**config.mk**
```make
export PLATFORM = sky130hd
export DESIGN_NAME = cogr_regs
export DESIGN_NICKNAME = d
export VERILOG_FILES = /design/src/logic/cogr_gain_calc.v /design/src/logic/cogr_out_mux.v /design/src/logic/cogr_regs.v
export VERILOG_INCLUDE_DIRS = /design/src /design/src/logic
export SDC_FILE = /design/constraint.sdc
export NUM_CORES = 1
export LEC_CHECK = 0
export CAP_MARGIN = 10
export CORE_AREA = 2 2 181 183
export DETAILED_ROUTE_END_ITERATION = 10
export DIE_AREA = 0 0 183 185
export DONT_BUFFER_PORTS = 1
export HOLD_SLACK_MARGIN = 0.12
export PLACE_DENSITY_LB_ADDON = 0.05
export SETUP_SLACK_MARGIN = 0.15
export SLEW_MARGIN = 10
export SYNTH_ARGS = -nofsm -noshare
export SYNTH_HDL_FRONTEND = slang
export SYNTH_SLANG_ARGS = --single-unit
```
**constraint.sdc**
```tcl
create_clock -name mclk_i -period 42.2 [get_ports mclk_i]
set_input_delay 2.11 -clock mclk_i [delete_from_list [all_inputs] [get_ports mclk_i]]
set_output_delay 2.11 -clock mclk_i [all_outputs]
set_load 0.05 [all_outputs]
```
**src/logic/cogr_map.vh**
```
// Register map, field positions and reset values of the colour offset/gain bank
`ifndef COGR_MAP_VH
`define COGR_MAP_VH

// Register addresses (4-bit word address)
`define COGR_ADDR_CTRL       4'h0
`define COGR_ADDR_TEST       4'h1
`define COGR_ADDR_OFS_RED    4'h2
`define COGR_ADDR_OFS_GREEN  4'h3
`define COGR_ADDR_OFS_BLUE   4'h4
`define COGR_ADDR_OFS_ALL    4'h5
`define COGR_ADDR_GAIN_RED   4'h6
`define COGR_ADDR_GAIN_GREEN 4'h7
`define COGR_ADDR_GAIN_BLUE  4'h8
`define COGR_ADDR_GAIN_ALL   4'h9
`define COGR_ADDR_STATUS     4'ha

// Control and test register fields
`define COGR_SEL_LSB         4
`define COGR_SEL_MSB         5
`define COGR_CLKTEST_BIT     7

// Status register fields
`define COGR_STAT_SEL_LSB    0
`define COGR_STAT_SEL_MSB    1
`define COGR_STAT_CLKTEST    2
`define COGR_STAT_RSVD_SEL   3

// Colour selection codes
`define COGR_SEL_RED         2'h0
`define COGR_SEL_GREEN       2'h1
`define COGR_SEL_BLUE        2'h2
`define COGR_SEL_RSVD        2'h3

// Reset values
`define COGR_RST_OFFSET      8'h80
`define COGR_RST_GAIN        8'h00
`define COGR_RST_CTRL        8'h00
`define COGR_RST_TEST        8'h00
`define COGR_RST_NIBBLE      4'h0

// Gain equation in thousandths: 780 + code * 7570 / 255
`define COGR_GAIN_BASE_MILLI 14'h030c
`define COGR_GAIN_STEP_MILLI 13'h1d92
`define COGR_GAIN_DIVISOR    21'h0_00ff

`endif

```
**src/logic/cogr_gain_calc.v**
```verilog
// Converts an 8-bit gain code into the applied gain in thousandths
`timescale 1ns/1ps
`default_nettype none
`include "cogr_map.vh"

module cogr_gain_calc
(
  // Clock and reset
  input  wire        mclk_i,
  input  wire        srst_i,
  // Code in, gain out
  input  wire [7:0]  code_i,
  output reg  [13:0] gain_milli_o
);

  wire [20:0] product;
  wire [20:0] quotient;
  wire [13:0] next_gain_milli;

  assign product         = {13'h0000, code_i} * {8'h00, `COGR_GAIN_STEP_MILLI};
  assign quotient        = product / `COGR_GAIN_DIVISOR;
  assign next_gain_milli = `COGR_GAIN_BASE_MILLI + quotient[13:0];

  always @(posedge mclk_i)
  begin
    if (srst_i)
    begin
      gain_milli_o <= `COGR_GAIN_BASE_MILLI;
    end
    else
    begin
      gain_milli_o <= next_gain_milli;
    end
  end

endmodule
`default_nettype wire

```
**src/logic/cogr_out_mux.v**
```verilog
// Output nibble multiplexer: converted data or internal timing in clock test mode
`timescale 1ns/1ps
`default_nettype none
`include "cogr_map.vh"

module cogr_out_mux
(
  // Clock and reset
  input  wire       mclk_i,
  input  wire       srst_i,
  // Mode
  input  wire       clock_test_enable_i,
  // Sources
  input  wire [3:0] conv_data_i,
  input  wire       int_sample_pulse_i,
  input  wire       video_sample_clk_i,
  input  wire       converter_clk_i,
  input  wire       reset_sample_clk_i,
  // Pins
  output reg  [3:0] nibble_output_o
);

  wire [3:0] next_nibble;

  assign next_nibble = clock_test_enable_i ?
                       {int_sample_pulse_i, video_sample_clk_i,
                        converter_clk_i, reset_sample_clk_i} :
                       conv_data_i;

  always @(posedge mclk_i)
  begin
    if (srst_i)
    begin
      nibble_output_o <= `COGR_RST_NIBBLE;
    end
    else
    begin
      nibble_output_o <= next_nibble;
    end
  end

endmodule
`default_nettype wire

```
**src/logic/cogr_regs.v**
```verilog
// Colour offset and gain register bank with colour selection and test output mux
//
// Summary of operation
// RULE1: The red offset holds 8 bits, resets to 0x80 and is applied when red is selected.
// RULE2: The green offset holds 8 bits, resets to 0x80 and is applied when green is selected.
// RULE3: The blue offset holds 8 bits, resets to 0x80 and is applied when blue is selected.
// RULE4: Writing the broadcast offset loads one value into all three offsets at once.
// RULE5: The red gain code resets to zero and gives 0.78 + code*7.57/255 when red is selected.
// RULE6: The green gain code resets to zero and gives 0.78 + code*7.57/255 for green.
// RULE7: The blue gain code resets to zero and gives 0.78 + code*7.57/255 for blue.
// RULE8: Writing the broadcast gain loads one code into all three gain codes at once.
// RULE9: Colour select 00 picks red, 01 green, 10 blue, and 11 is reserved.
// RULE10: With clock test set, the nibble output carries timing, bit 1 converter clock, bit 0 reset sample clock.
// RULE11: The broadcast locations are write-only and their read value is not to be relied on.
`timescale 1ns/1ps
`default_nettype none
`include "cogr_map.vh"

module cogr_regs
(
  // Clock and reset
  input  wire        mclk_i,
  input  wire        srst_i,
  // Register port
  input  wire [3:0]  addr_i,
  input  wire [7:0]  wdata_i,
  input  wire        wr_i,
  input  wire        rd_i,
  output reg  [7:0]  rdata_o,
  // Converted data and internal timing, same clock domain
  input  wire [3:0]  conv_data_i,
  input  wire        int_sample_pulse_i,
  input  wire        video_sample_clk_i,
  input  wire        converter_clk_i,
  input  wire        reset_sample_clk_i,
  // Applied values towards the signal path
  output reg  [7:0]  active_offset_o,
  output reg  [7:0]  active_gain_code_o,
  output wire [13:0] active_gain_milli_o,
  output reg  [1:0]  active_colour_o,
  // Output pins
  output wire [3:0]  nibble_output_o
);

  // Picks one of three colour values by selection code
  function [7:0] cogr_pick;
    input [1:0] sel;
    input [7:0] red_val;
    input [7:0] green_val;
    input [7:0] blue_val;
    begin
      case (sel)
        `COGR_SEL_RED:
        begin
          cogr_pick = red_val;
        end
        `COGR_SEL_GREEN:
        begin
          cogr_pick = green_val;
        end
        `COGR_SEL_BLUE:
        begin
          cogr_pick = blue_val;
        end
        default:
        begin
          cogr_pick = red_val;
        end
      endcase
    end
  endfunction

  // Write strobe for one address
  function cogr_wr_hit;
    input       wr;
    input [3:0] addr;
    input [3:0] target;
    begin
      cogr_wr_hit = wr && (addr == target);
    end
  endfunction

  // Register storage
  reg  [7:0] red_offset_code;
  reg  [7:0] green_offset_code;
  reg  [7:0] blue_offset_code;
  reg  [7:0] red_gain_code;
  reg  [7:0] green_gain_code;
  reg  [7:0] blue_gain_code;
  reg  [7:0] ctrl_reg;
  reg  [7:0] test_reg;
  reg        rsvd_sel_seen;

  // Decoded write strobes and the status read strobe
  wire       wr_ofs_red;
  wire       wr_ofs_green;
  wire       wr_ofs_blue;
  wire       wr_ofs_all;
  wire       wr_gain_red;
  wire       wr_gain_green;
  wire       wr_gain_blue;
  wire       wr_gain_all;
  wire       wr_ctrl;
  wire       wr_test;
  wire       rd_status;

  // Derived fields
  wire [1:0] colour_select;
  wire       clock_test_enable;
  wire [7:0] status_word;
  reg  [1:0] next_active_colour;
  reg  [7:0] next_rdata;

  assign wr_ofs_red    = cogr_wr_hit(wr_i, addr_i, `COGR_ADDR_OFS_RED);
  assign wr_ofs_green  = cogr_wr_hit(wr_i, addr_i, `COGR_ADDR_OFS_GREEN);
  assign wr_ofs_blue   = cogr_wr_hit(wr_i, addr_i, `COGR_ADDR_OFS_BLUE);
  assign wr_ofs_all    = cogr_wr_hit(wr_i, addr_i, `COGR_ADDR_OFS_ALL);
  assign wr_gain_red   = cogr_wr_hit(wr_i, addr_i, `COGR_ADDR_GAIN_RED);
  assign wr_gain_green = cogr_wr_hit(wr_i, addr_i, `COGR_ADDR_GAIN_GREEN);
  assign wr_gain_blue  = cogr_wr_hit(wr_i, addr_i, `COGR_ADDR_GAIN_BLUE);
  assign wr_gain_all   = cogr_wr_hit(wr_i, addr_i, `COGR_ADDR_GAIN_ALL);
  assign wr_ctrl       = cogr_wr_hit(wr_i, addr_i, `COGR_ADDR_CTRL);
  assign wr_test       = cogr_wr_hit(wr_i, addr_i, `COGR_ADDR_TEST);
  assign rd_status     = rd_i && (addr_i == `COGR_ADDR_STATUS);

  assign colour_select     = ctrl_reg[`COGR_SEL_MSB:`COGR_SEL_LSB];
  assign clock_test_enable = test_reg[`COGR_CLKTEST_BIT];

  assign status_word = {4'h0, rsvd_sel_seen, clock_test_enable, active_colour_o};

  // Offset codes; a broadcast write reaches all three colours in the same edge
  always @(posedge mclk_i)
  begin
    if (srst_i)
    begin
      red_offset_code <= `COGR_RST_OFFSET; // RULE1
    end
    else if (wr_ofs_all || wr_ofs_red)
    begin
      red_offset_code <= wdata_i; // RULE1 RULE4
    end
  end

  always @(posedge mclk_i)
  begin
    if (srst_i)
    begin
      green_offset_code <= `COGR_RST_OFFSET; // RULE2
    end
    else if (wr_ofs_all || wr_ofs_green)
    begin
      green_offset_code <= wdata_i; // RULE2 RULE4
    end
  end

  always @(posedge mclk_i)
  begin
    if (srst_i)
    begin
      blue_offset_code <= `COGR_RST_OFFSET; // RULE3
    end
    else if (wr_ofs_all || wr_ofs_blue)
    begin
      blue_offset_code <= wdata_i; // RULE3 RULE4
    end
  end

  // Gain codes
  always @(posedge mclk_i)
  begin
    if (srst_i)
    begin
      red_gain_code <= `COGR_RST_GAIN; // RULE5
    end
    else if (wr_gain_all || wr_gain_red)
    begin
      red_gain_code <= wdata_i; // RULE5 RULE8
    end
  end

  always @(posedge mclk_i)
  begin
    if (srst_i)
    begin
      green_gain_code <= `COGR_RST_GAIN; // RULE6
    end
    else if (wr_gain_all || wr_gain_green)
    begin
      green_gain_code <= wdata_i; // RULE6 RULE8
    end
  end

  always @(posedge mclk_i)
  begin
    if (srst_i)
    begin
      blue_gain_code <= `COGR_RST_GAIN; // RULE7
    end
    else if (wr_gain_all || wr_gain_blue)
    begin
      blue_gain_code <= wdata_i; // RULE7 RULE8
    end
  end

  // Control and test registers
  always @(posedge mclk_i)
  begin
    if (srst_i)
    begin
      ctrl_reg <= `COGR_RST_CTRL;
      test_reg <= `COGR_RST_TEST;
    end
    else
    begin
      if (wr_ctrl)
      begin
        ctrl_reg <= wdata_i;
      end
      if (wr_test)
      begin
        test_reg <= wdata_i;
      end
    end
  end

  // Reserved code keeps the last valid colour in force
  always @*
  begin
    if (colour_select == `COGR_SEL_RSVD)
    begin
      next_active_colour = active_colour_o; // RULE9
    end
    else
    begin
      next_active_colour = colour_select; // RULE9
    end
  end

  // Selected pair towards the signal path
  always @(posedge mclk_i)
  begin
    if (srst_i)
    begin
      active_colour_o    <= `COGR_SEL_RED;
      active_offset_o    <= `COGR_RST_OFFSET;
      active_gain_code_o <= `COGR_RST_GAIN;
    end
    else
    begin
      active_colour_o    <= next_active_colour;
      active_offset_o    <= cogr_pick(next_active_colour, red_offset_code,
                                      green_offset_code, blue_offset_code); // RULE1 RULE2 RULE3
      active_gain_code_o <= cogr_pick(next_active_colour, red_gain_code,
                                      green_gain_code, blue_gain_code); // RULE5 RULE6 RULE7
    end
  end

  // Sticky flag for a reserved selection; a new event wins over the read clear
  always @(posedge mclk_i)
  begin
    if (srst_i)
    begin
      rsvd_sel_seen <= 1'b0;
    end
    else if (colour_select == `COGR_SEL_RSVD)
    begin
      rsvd_sel_seen <= 1'b1;
    end
    else if (rd_status)
    begin
      rsvd_sel_seen <= 1'b0;
    end
  end

  // Read data; broadcast and unmapped addresses read as zero
  always @*
  begin
    case (addr_i)
      `COGR_ADDR_CTRL:
      begin
        next_rdata = ctrl_reg;
      end
      `COGR_ADDR_TEST:
      begin
        next_rdata = test_reg;
      end
      `COGR_ADDR_OFS_RED:
      begin
        next_rdata = red_offset_code;
      end
      `COGR_ADDR_OFS_GREEN:
      begin
        next_rdata = green_offset_code;
      end
      `COGR_ADDR_OFS_BLUE:
      begin
        next_rdata = blue_offset_code;
      end
      `COGR_ADDR_GAIN_RED:
      begin
        next_rdata = red_gain_code;
      end
      `COGR_ADDR_GAIN_GREEN:
      begin
        next_rdata = green_gain_code;
      end
      `COGR_ADDR_GAIN_BLUE:
      begin
        next_rdata = blue_gain_code;
      end
      `COGR_ADDR_STATUS:
      begin
        next_rdata = status_word;
      end
      default:
      begin
        next_rdata = 8'h00; // RULE11
      end
    endcase
  end

  always @(posedge mclk_i)
  begin
    if (srst_i)
    begin
      rdata_o <= 8'h00;
    end
    else
    begin
      rdata_o <= rd_i ? next_rdata : 8'h00;
    end
  end

  // Applied gain value for the selected colour
  cogr_gain_calc u_gain_calc
  (
    .mclk_i       (mclk_i),
    .srst_i       (srst_i),
    .code_i       (active_gain_code_o), // RULE5 RULE6 RULE7
    .gain_milli_o (active_gain_milli_o)
  );

  // Output nibble
  cogr_out_mux u_out_mux
  (
    .mclk_i              (mclk_i),
    .srst_i              (srst_i),
    .clock_test_enable_i (clock_test_enable), // RULE10
    .conv_data_i         (conv_data_i),
    .int_sample_pulse_i  (int_sample_pulse_i),
    .video_sample_clk_i  (video_sample_clk_i),
    .converter_clk_i     (converter_clk_i),
    .reset_sample_clk_i  (reset_sample_clk_i),
    .nibble_output_o     (nibble_output_o)
  );

endmodule
`default_nettype wire

```
Yosys cells after proc, flatten, opt, wreduce, memory -nomap -nowiden
Cells that the tools add are included.
{ "op_classes": {"eq_ne": 13, "n_reduce_logical": 20, "mux": 7, "n_div": 1, "addsub": 1, "n_bitwise": 1, "n_mul": 1} }
{ "op_table": {"columns": ["cell", "count"], "rows": [
  ["one-hot mux 8 bit (9 select lines)", 1],
  ["one-hot mux 8 bit (2 select lines)", 2],
  ["divider 21 x 8 -> 21 bit, second input constant", 1],
  ["multiplier 8 x 12 -> 20 bit, second input constant", 1],
  ["== test 4 x 3 -> 1 bit, second input constant", 4],
  ["adder 10 x 14 -> 14 bit, first input constant", 1],
  ["== test 4 bit, second input constant", 3],
  ["logical AND 1 bit", 11],
  ["== test 4 x 2 -> 1 bit, second input constant", 2],
  ["logical OR 1 bit", 6],
  ["== test 2 bit, second input constant", 2],
  ["== test 4 x 1 -> 1 bit, second input constant", 1],
  ["logical NOT 4 bit", 1],
  ["2-to-1 mux 4 bit", 1],
  ["== test 2 x 1 -> 1 bit, second input constant", 1],
  ["2-to-1 mux 1 bit", 2],
  ["2-to-1 mux 2 bit", 1],
  ["nonzero test 2 bit", 1],
  ["OR reduction 2 bit", 1],
  ["inverter 1 bit", 1]
]} }
{ "word_totals": {"reg_bits": 109, "input_bits": 24, "elab_cells": 59, "out_inout_bits": 44} }

Longest topological paths before layout
{ "depth": {"word_depth": 4, "mapped_depth": 65, "mapped_depth_nobuf": 52} }

Hierarchy
Synthesis repeated with hierarchy kept, for this count alone.
{ "unflattened": {"hier_cells": 1653, "area_unflattened_um2": 12962.4} }
{ "by_module_without_submodules": {"columns": ["module", "seq_area_each_um2", "n_inst", "cells_each", "area_each_um2"], "rows": [
  ["cogr_gain_calc", 280.3, 1, 1183, 8705.8],
  ["cogr_regs", 1821.7, 1, 457, 4116.4],
  ["cogr_out_mux", 80.1, 1, 13, 140.1]
]} }

Worst setup path after synthesis
No wires, ideal clock.
{ "synth_path": {"path_type": "register -> register", "startpoint": "register active_gain_code_o[6]", "endpoint": "register u_gain_calc.gain_milli_o[12]", "synth_period_minus_slack_ns": 14.665, "arrival_ns": 14.538, "slack_ns": 27.535, "path_stages_with_launch": 56, "required_time_ns": 42.072, "setup_ns": 0.128, "n_path_buf": 4, "cell_sequence": "dfxtp_1 -> inv_1 -> ha_1 -> fa_1 -> inv_1 -> fa_1 -> inv_1 -> fa_1 -> inv_1 -> ha_1 -> buf_2 -> a21o_1 -> xnor2_1 -> a31oi_1 -> nand4b_4 -> nor4_4 -> mux2_2 -> o31a_1 -> (+20 left out) -> buf_6 -> a41oi_1 -> o31a_1 -> clkbuf_1 -> or3_1 -> o221a_2 -> a21oi_1 -> a31o_4 -> a21oi_1 -> or3_4 -> a211oi_4 -> a31oi_1 -> ha_1 -> nor2_1 -> nor2_1 -> nor3_1 -> xor2_1 -> nor2_1"} }
{ "synth_between": {"elab_chain_cells": 3} }
{ "synth_rtl": {"columns": ["element", "line_no", "rtl"], "rows": [
  ["start, declared", "cogr_regs.v:38", "output reg [7:0] active_gain_code_o,"],
  ["start signal, assigned", "cogr_regs.v:246", "active_gain_code_o <= `COGR_RST_GAIN;"],
  ["start signal, assigned", "cogr_regs.v:253", "active_gain_code_o <= cogr_pick(next_active_colour, red_gain_code,"],
  ["multiplier 8 x 12 -> 20 bit", "cogr_gain_calc.v:20", "assign product = {13'h0000, code_i} * {8'h00, `COGR_GAIN_STEP_MILLI};"],
  ["divider 21 x 8 -> 21 bit (no line)", null, null],
  ["adder 10 x 14 -> 14 bit (no line)", null, null],
  ["end signal, assigned", "cogr_gain_calc.v:28", "gain_milli_o <= `COGR_GAIN_BASE_MILLI;"],
  ["end signal, assigned", "cogr_gain_calc.v:32", "gain_milli_o <= next_gain_milli;"],
  ["end, declared", "cogr_gain_calc.v:13", "output reg [13:0] gain_milli_o"]
]} }
No other way between the ends.
A chain may end at the register's enable or synchronous reset.

Final worst setup path
Same ends and word-level chain as after synthesis.

==> flow_metrics.env <==
export IMPL_status="completed"
export IMPL_synth_most_common_cell="nor2_1"
export IMPL_drt_iter0_markers=1123
export IMPL_min_period_ns=17.67
export IMPL_place_hpwl_um=33500
export IMPL_cts_setup_buffers=0
export IMPL_layout_nets=1675
export IMPL_top_register="u_gain_calc.gain_milli_o"
export IMPL_drc=0
export IMPL_nFillCells=3376
export IMPL_min_delay_start="blue_offset_code[3]"
export IMPL_fin_worst_skew_ns=0.01659
export IMPL_grt_pass1_wl_um=68970
export IMPL_cts_sinks=109
export IMPL_place_area_um2=12840
export IMPL_drive_gt1_share_pct=8.291
export IMPL_fmax_ghz=0.05658
export IMPL_ys_warn_count=0
export IMPL_netlist_area_um2=12580
export IMPL_cellPowerDensity_nw_per_um2=23.18
export IMPL_fin_crit_sh_pct=41.88
export IMPL_largest_register_ffs=14
export IMPL_min_path_type="reg -> reg"
export IMPL_end_kind="register"
export IMPL_synth_nets=1738
export IMPL_cp_max_fo=13
export IMPL_holdPathEnd="blue_offset_code[3]"
export IMPL_synth_avg_cell_area_um2=7.681
export IMPL_overflow=0
export IMPL_synthTopCellsByCount="188 x nor2_1, 142 x nand2_1, 120 x a21oi_1"
export IMPL_worstPathRequired_ns=42.48
export IMPL_antenna_found_initial=0
export IMPL_dp_slack_ns=24.82
export IMPL_fp_dieArea_um2=33860
export IMPL_hold_depth=2
export IMPL_r2r_end="u_gain_calc.gain_milli_o[12]"
export IMPL_numCtsBuffers=9
export IMPL_grt_usage_pct=25.59
export IMPL_design_area_um2=13120
export IMPL_grt_max_degree=103
export IMPL_routed_wl_um=43400
export IMPL_postCtsHoldBufs=0
export IMPL_yosys_area_top_type="dfxtp_1"
export IMPL_ctsLongestPathBuffers=2
export IMPL_rrSetupSlack_ns=24.53
export IMPL_syn_instance_count=1638
export IMPL_synth_seq_cells=109
export IMPL_hold_viol_final=0
export IMPL_globalplace_congestion=0.9128
export IMPL_die_h_um=185
export IMPL_leakage_nw=4.877
export IMPL_vdd_ir_drop_max_uv=26.77
export IMPL_ys_seq_area_share_pct=17.34
export IMPL_routedWlPerCell_um=21.83
export IMPL_synthArstFlopShare_pct=0
export IMPL_die_x_um=183
export IMPL_htree_num_levels=3
export IMPL_synth_edff_count=0
export IMPL_worstSetupPathType="reg -> reg"
export IMPL_crit_path_start_kind="register"
export IMPL_slew_limit_headroom_pct=27.27
export IMPL_cts_root_buf="clkbuf_16"
export IMPL_synth_top_area_share_pct=17.34
export IMPL_diodes=0
export IMPL_area_growth_pct=4.306
export IMPL_portBuffers=0
export IMPL_path_clk_slew_ns=0.09
export IMPL_layout_setup_ws_ns=24.53
export IMPL_synth_area_leaders="dfxtp_1 17%, mux2i_1 6.9%, nor2_1 5.6%, ha_1 5.3%, a21oi_1 4.8%"
export IMPL_yosysUniqueCellTypes=125
export IMPL_r2r_cells=50
export IMPL_timing_setup_tns_ns=0
export IMPL_initial_core_util_pct=39.27
export IMPL_cpPeakStageDelay_ns=0.88
export IMPL_cts_tree="yes"
export IMPL_ant_nets=0
export IMPL_maxCapViolCount=0
export IMPL_grt_pass1_vias=11960
export IMPL_routed_via_density=6.291
export IMPL_r2r_start="active_gain_code_o[6]"
export IMPL_synth_flop_cell="dfxtp_1"
export IMPL_rows=66
export IMPL_report_final_slew_viol_count=0
export IMPL_core_um2=32040
export IMPL_finalSetupViolCount=0
export IMPL_clk_latency_ns=0.38
export IMPL_tightest_slew_ns=1.089
export IMPL_rsz0062_at_grt="no"
export IMPL_vias=12510
export IMPL_io_pin_count=68
export IMPL_dr_pass1_iters=5
export IMPL_utilization_pct=40.96
export IMPL_cts_resized_gates=0
export IMPL_critPathArrivalTime_ns=17.95
export IMPL_crit_path_top_delay_cell="dfxtp_1"
## power breakdown
part | switching [mW] | internal, mW
Combinational | 0.0623 | 0.0334
Clock | 0.0467 | 0.0428
Sequential | 0.0121 | 0.107
## cell families (layout without fill, tap and decap cells)
logic type,after synthesis,count (layout),share of synthesized area (%)
compound gates,492,492,29.02
xor+xnor,77,77,5.658
fa+ha+maj,77,77,9.010
buf+inv,142,84,4.564
flops,109,109,17.34
mux,103,103,8.443
simple gates,638,638,25.96
## per-stage QoR
step	total power, mW	hold WS [ns]	std cells
detailed placement	0.2155	0.4618	1972
global route	0.3185	0.4900	1988
CTS	0.3051	0.4755	1988
floorplan	0.1943	0.4468	1638
global placement	0.2164	0.4531	1972
finish	0.3042	0.4789	1988
## cell usage in the layout, fill, tap and decap left out, types with 8 or more instances in the layout
cell type	instances
fa_1	23
or3_1	19
and2_1	17
o21a_1	8
o31ai_1	15
o211ai_1	26
buf_4	14
o311a_1	8
ha_1	53
o211a_1	8
nor2_1	188
nor3_1	53
a22oi_1	23
a21oi_1	119
a21o_1	14
a221oi_1	10
o21ai_1	10
a211oi_1	26
mux2i_1	87
nand4_1	19
or4_1	13
xnor2_1	47
or2_2	11
and3_1	19
mux2_2	14
a31oi_1	25
nand3_1	39
inv_1	51
xor2_1	25
nand2_1	142
nor2b_1	15
nand2b_1	16
dfxtp_1	109
o21ai_0	54
clkbuf_16	9
nor4_1	25
## worst max path at each step
stage | startpoint | cells past startpoint | end
floorplan | active_gain_code_o[6] | 55 | u_gain_calc.gain_milli_o[12]
global placement | active_gain_code_o[6] | 52 | u_gain_calc.gain_milli_o[12]
detailed placement | active_gain_code_o[6] | 51 | u_gain_calc.gain_milli_o[12]
CTS | active_gain_code_o[6] | 50 | u_gain_calc.gain_milli_o[12]
global route | active_gain_code_o[6] | 50 | u_gain_calc.gain_milli_o[12]
finish | active_gain_code_o[6] | 50 | u_gain_calc.gain_milli_o[12]
## layer usage
metal	global-route usage [%]	wire (um)	vias up
li1	-	-	6027
met1	32.28	18870	6008
met2	46.14	21560	399
met3	2.281	1805	73
met4	7.904	1165	0
met5	0	0	-
## final cells by class
type / count / area [um^2] / share of cell area, %
clock buffers: 11 / 242.7 / 1.850
clock inverters: 5 / 43.79 / 0.3337
inverters: 54 / 202.7 / 1.544
multi-input cells: 1387 / 9837 / 74.95
flip-flops and latches: 109 / 2182 / 16.63
well taps: 408 / 510.5 / 3.890
repair buffers: 14 / 105.1 / 0.8008
## worst max-delay path: cells and delay by family (launching register included)
kind	cells	cell delay [ns]
flops	1	0.88
mux	3	1.39
xor+xnor	2	1.03
buf+inv	4	0.26
compound gates	17	6.08
fa+ha+maj	6	2.66
simple gates	18	5.26
Note: power is estimated with default switching activity, not from simulation.
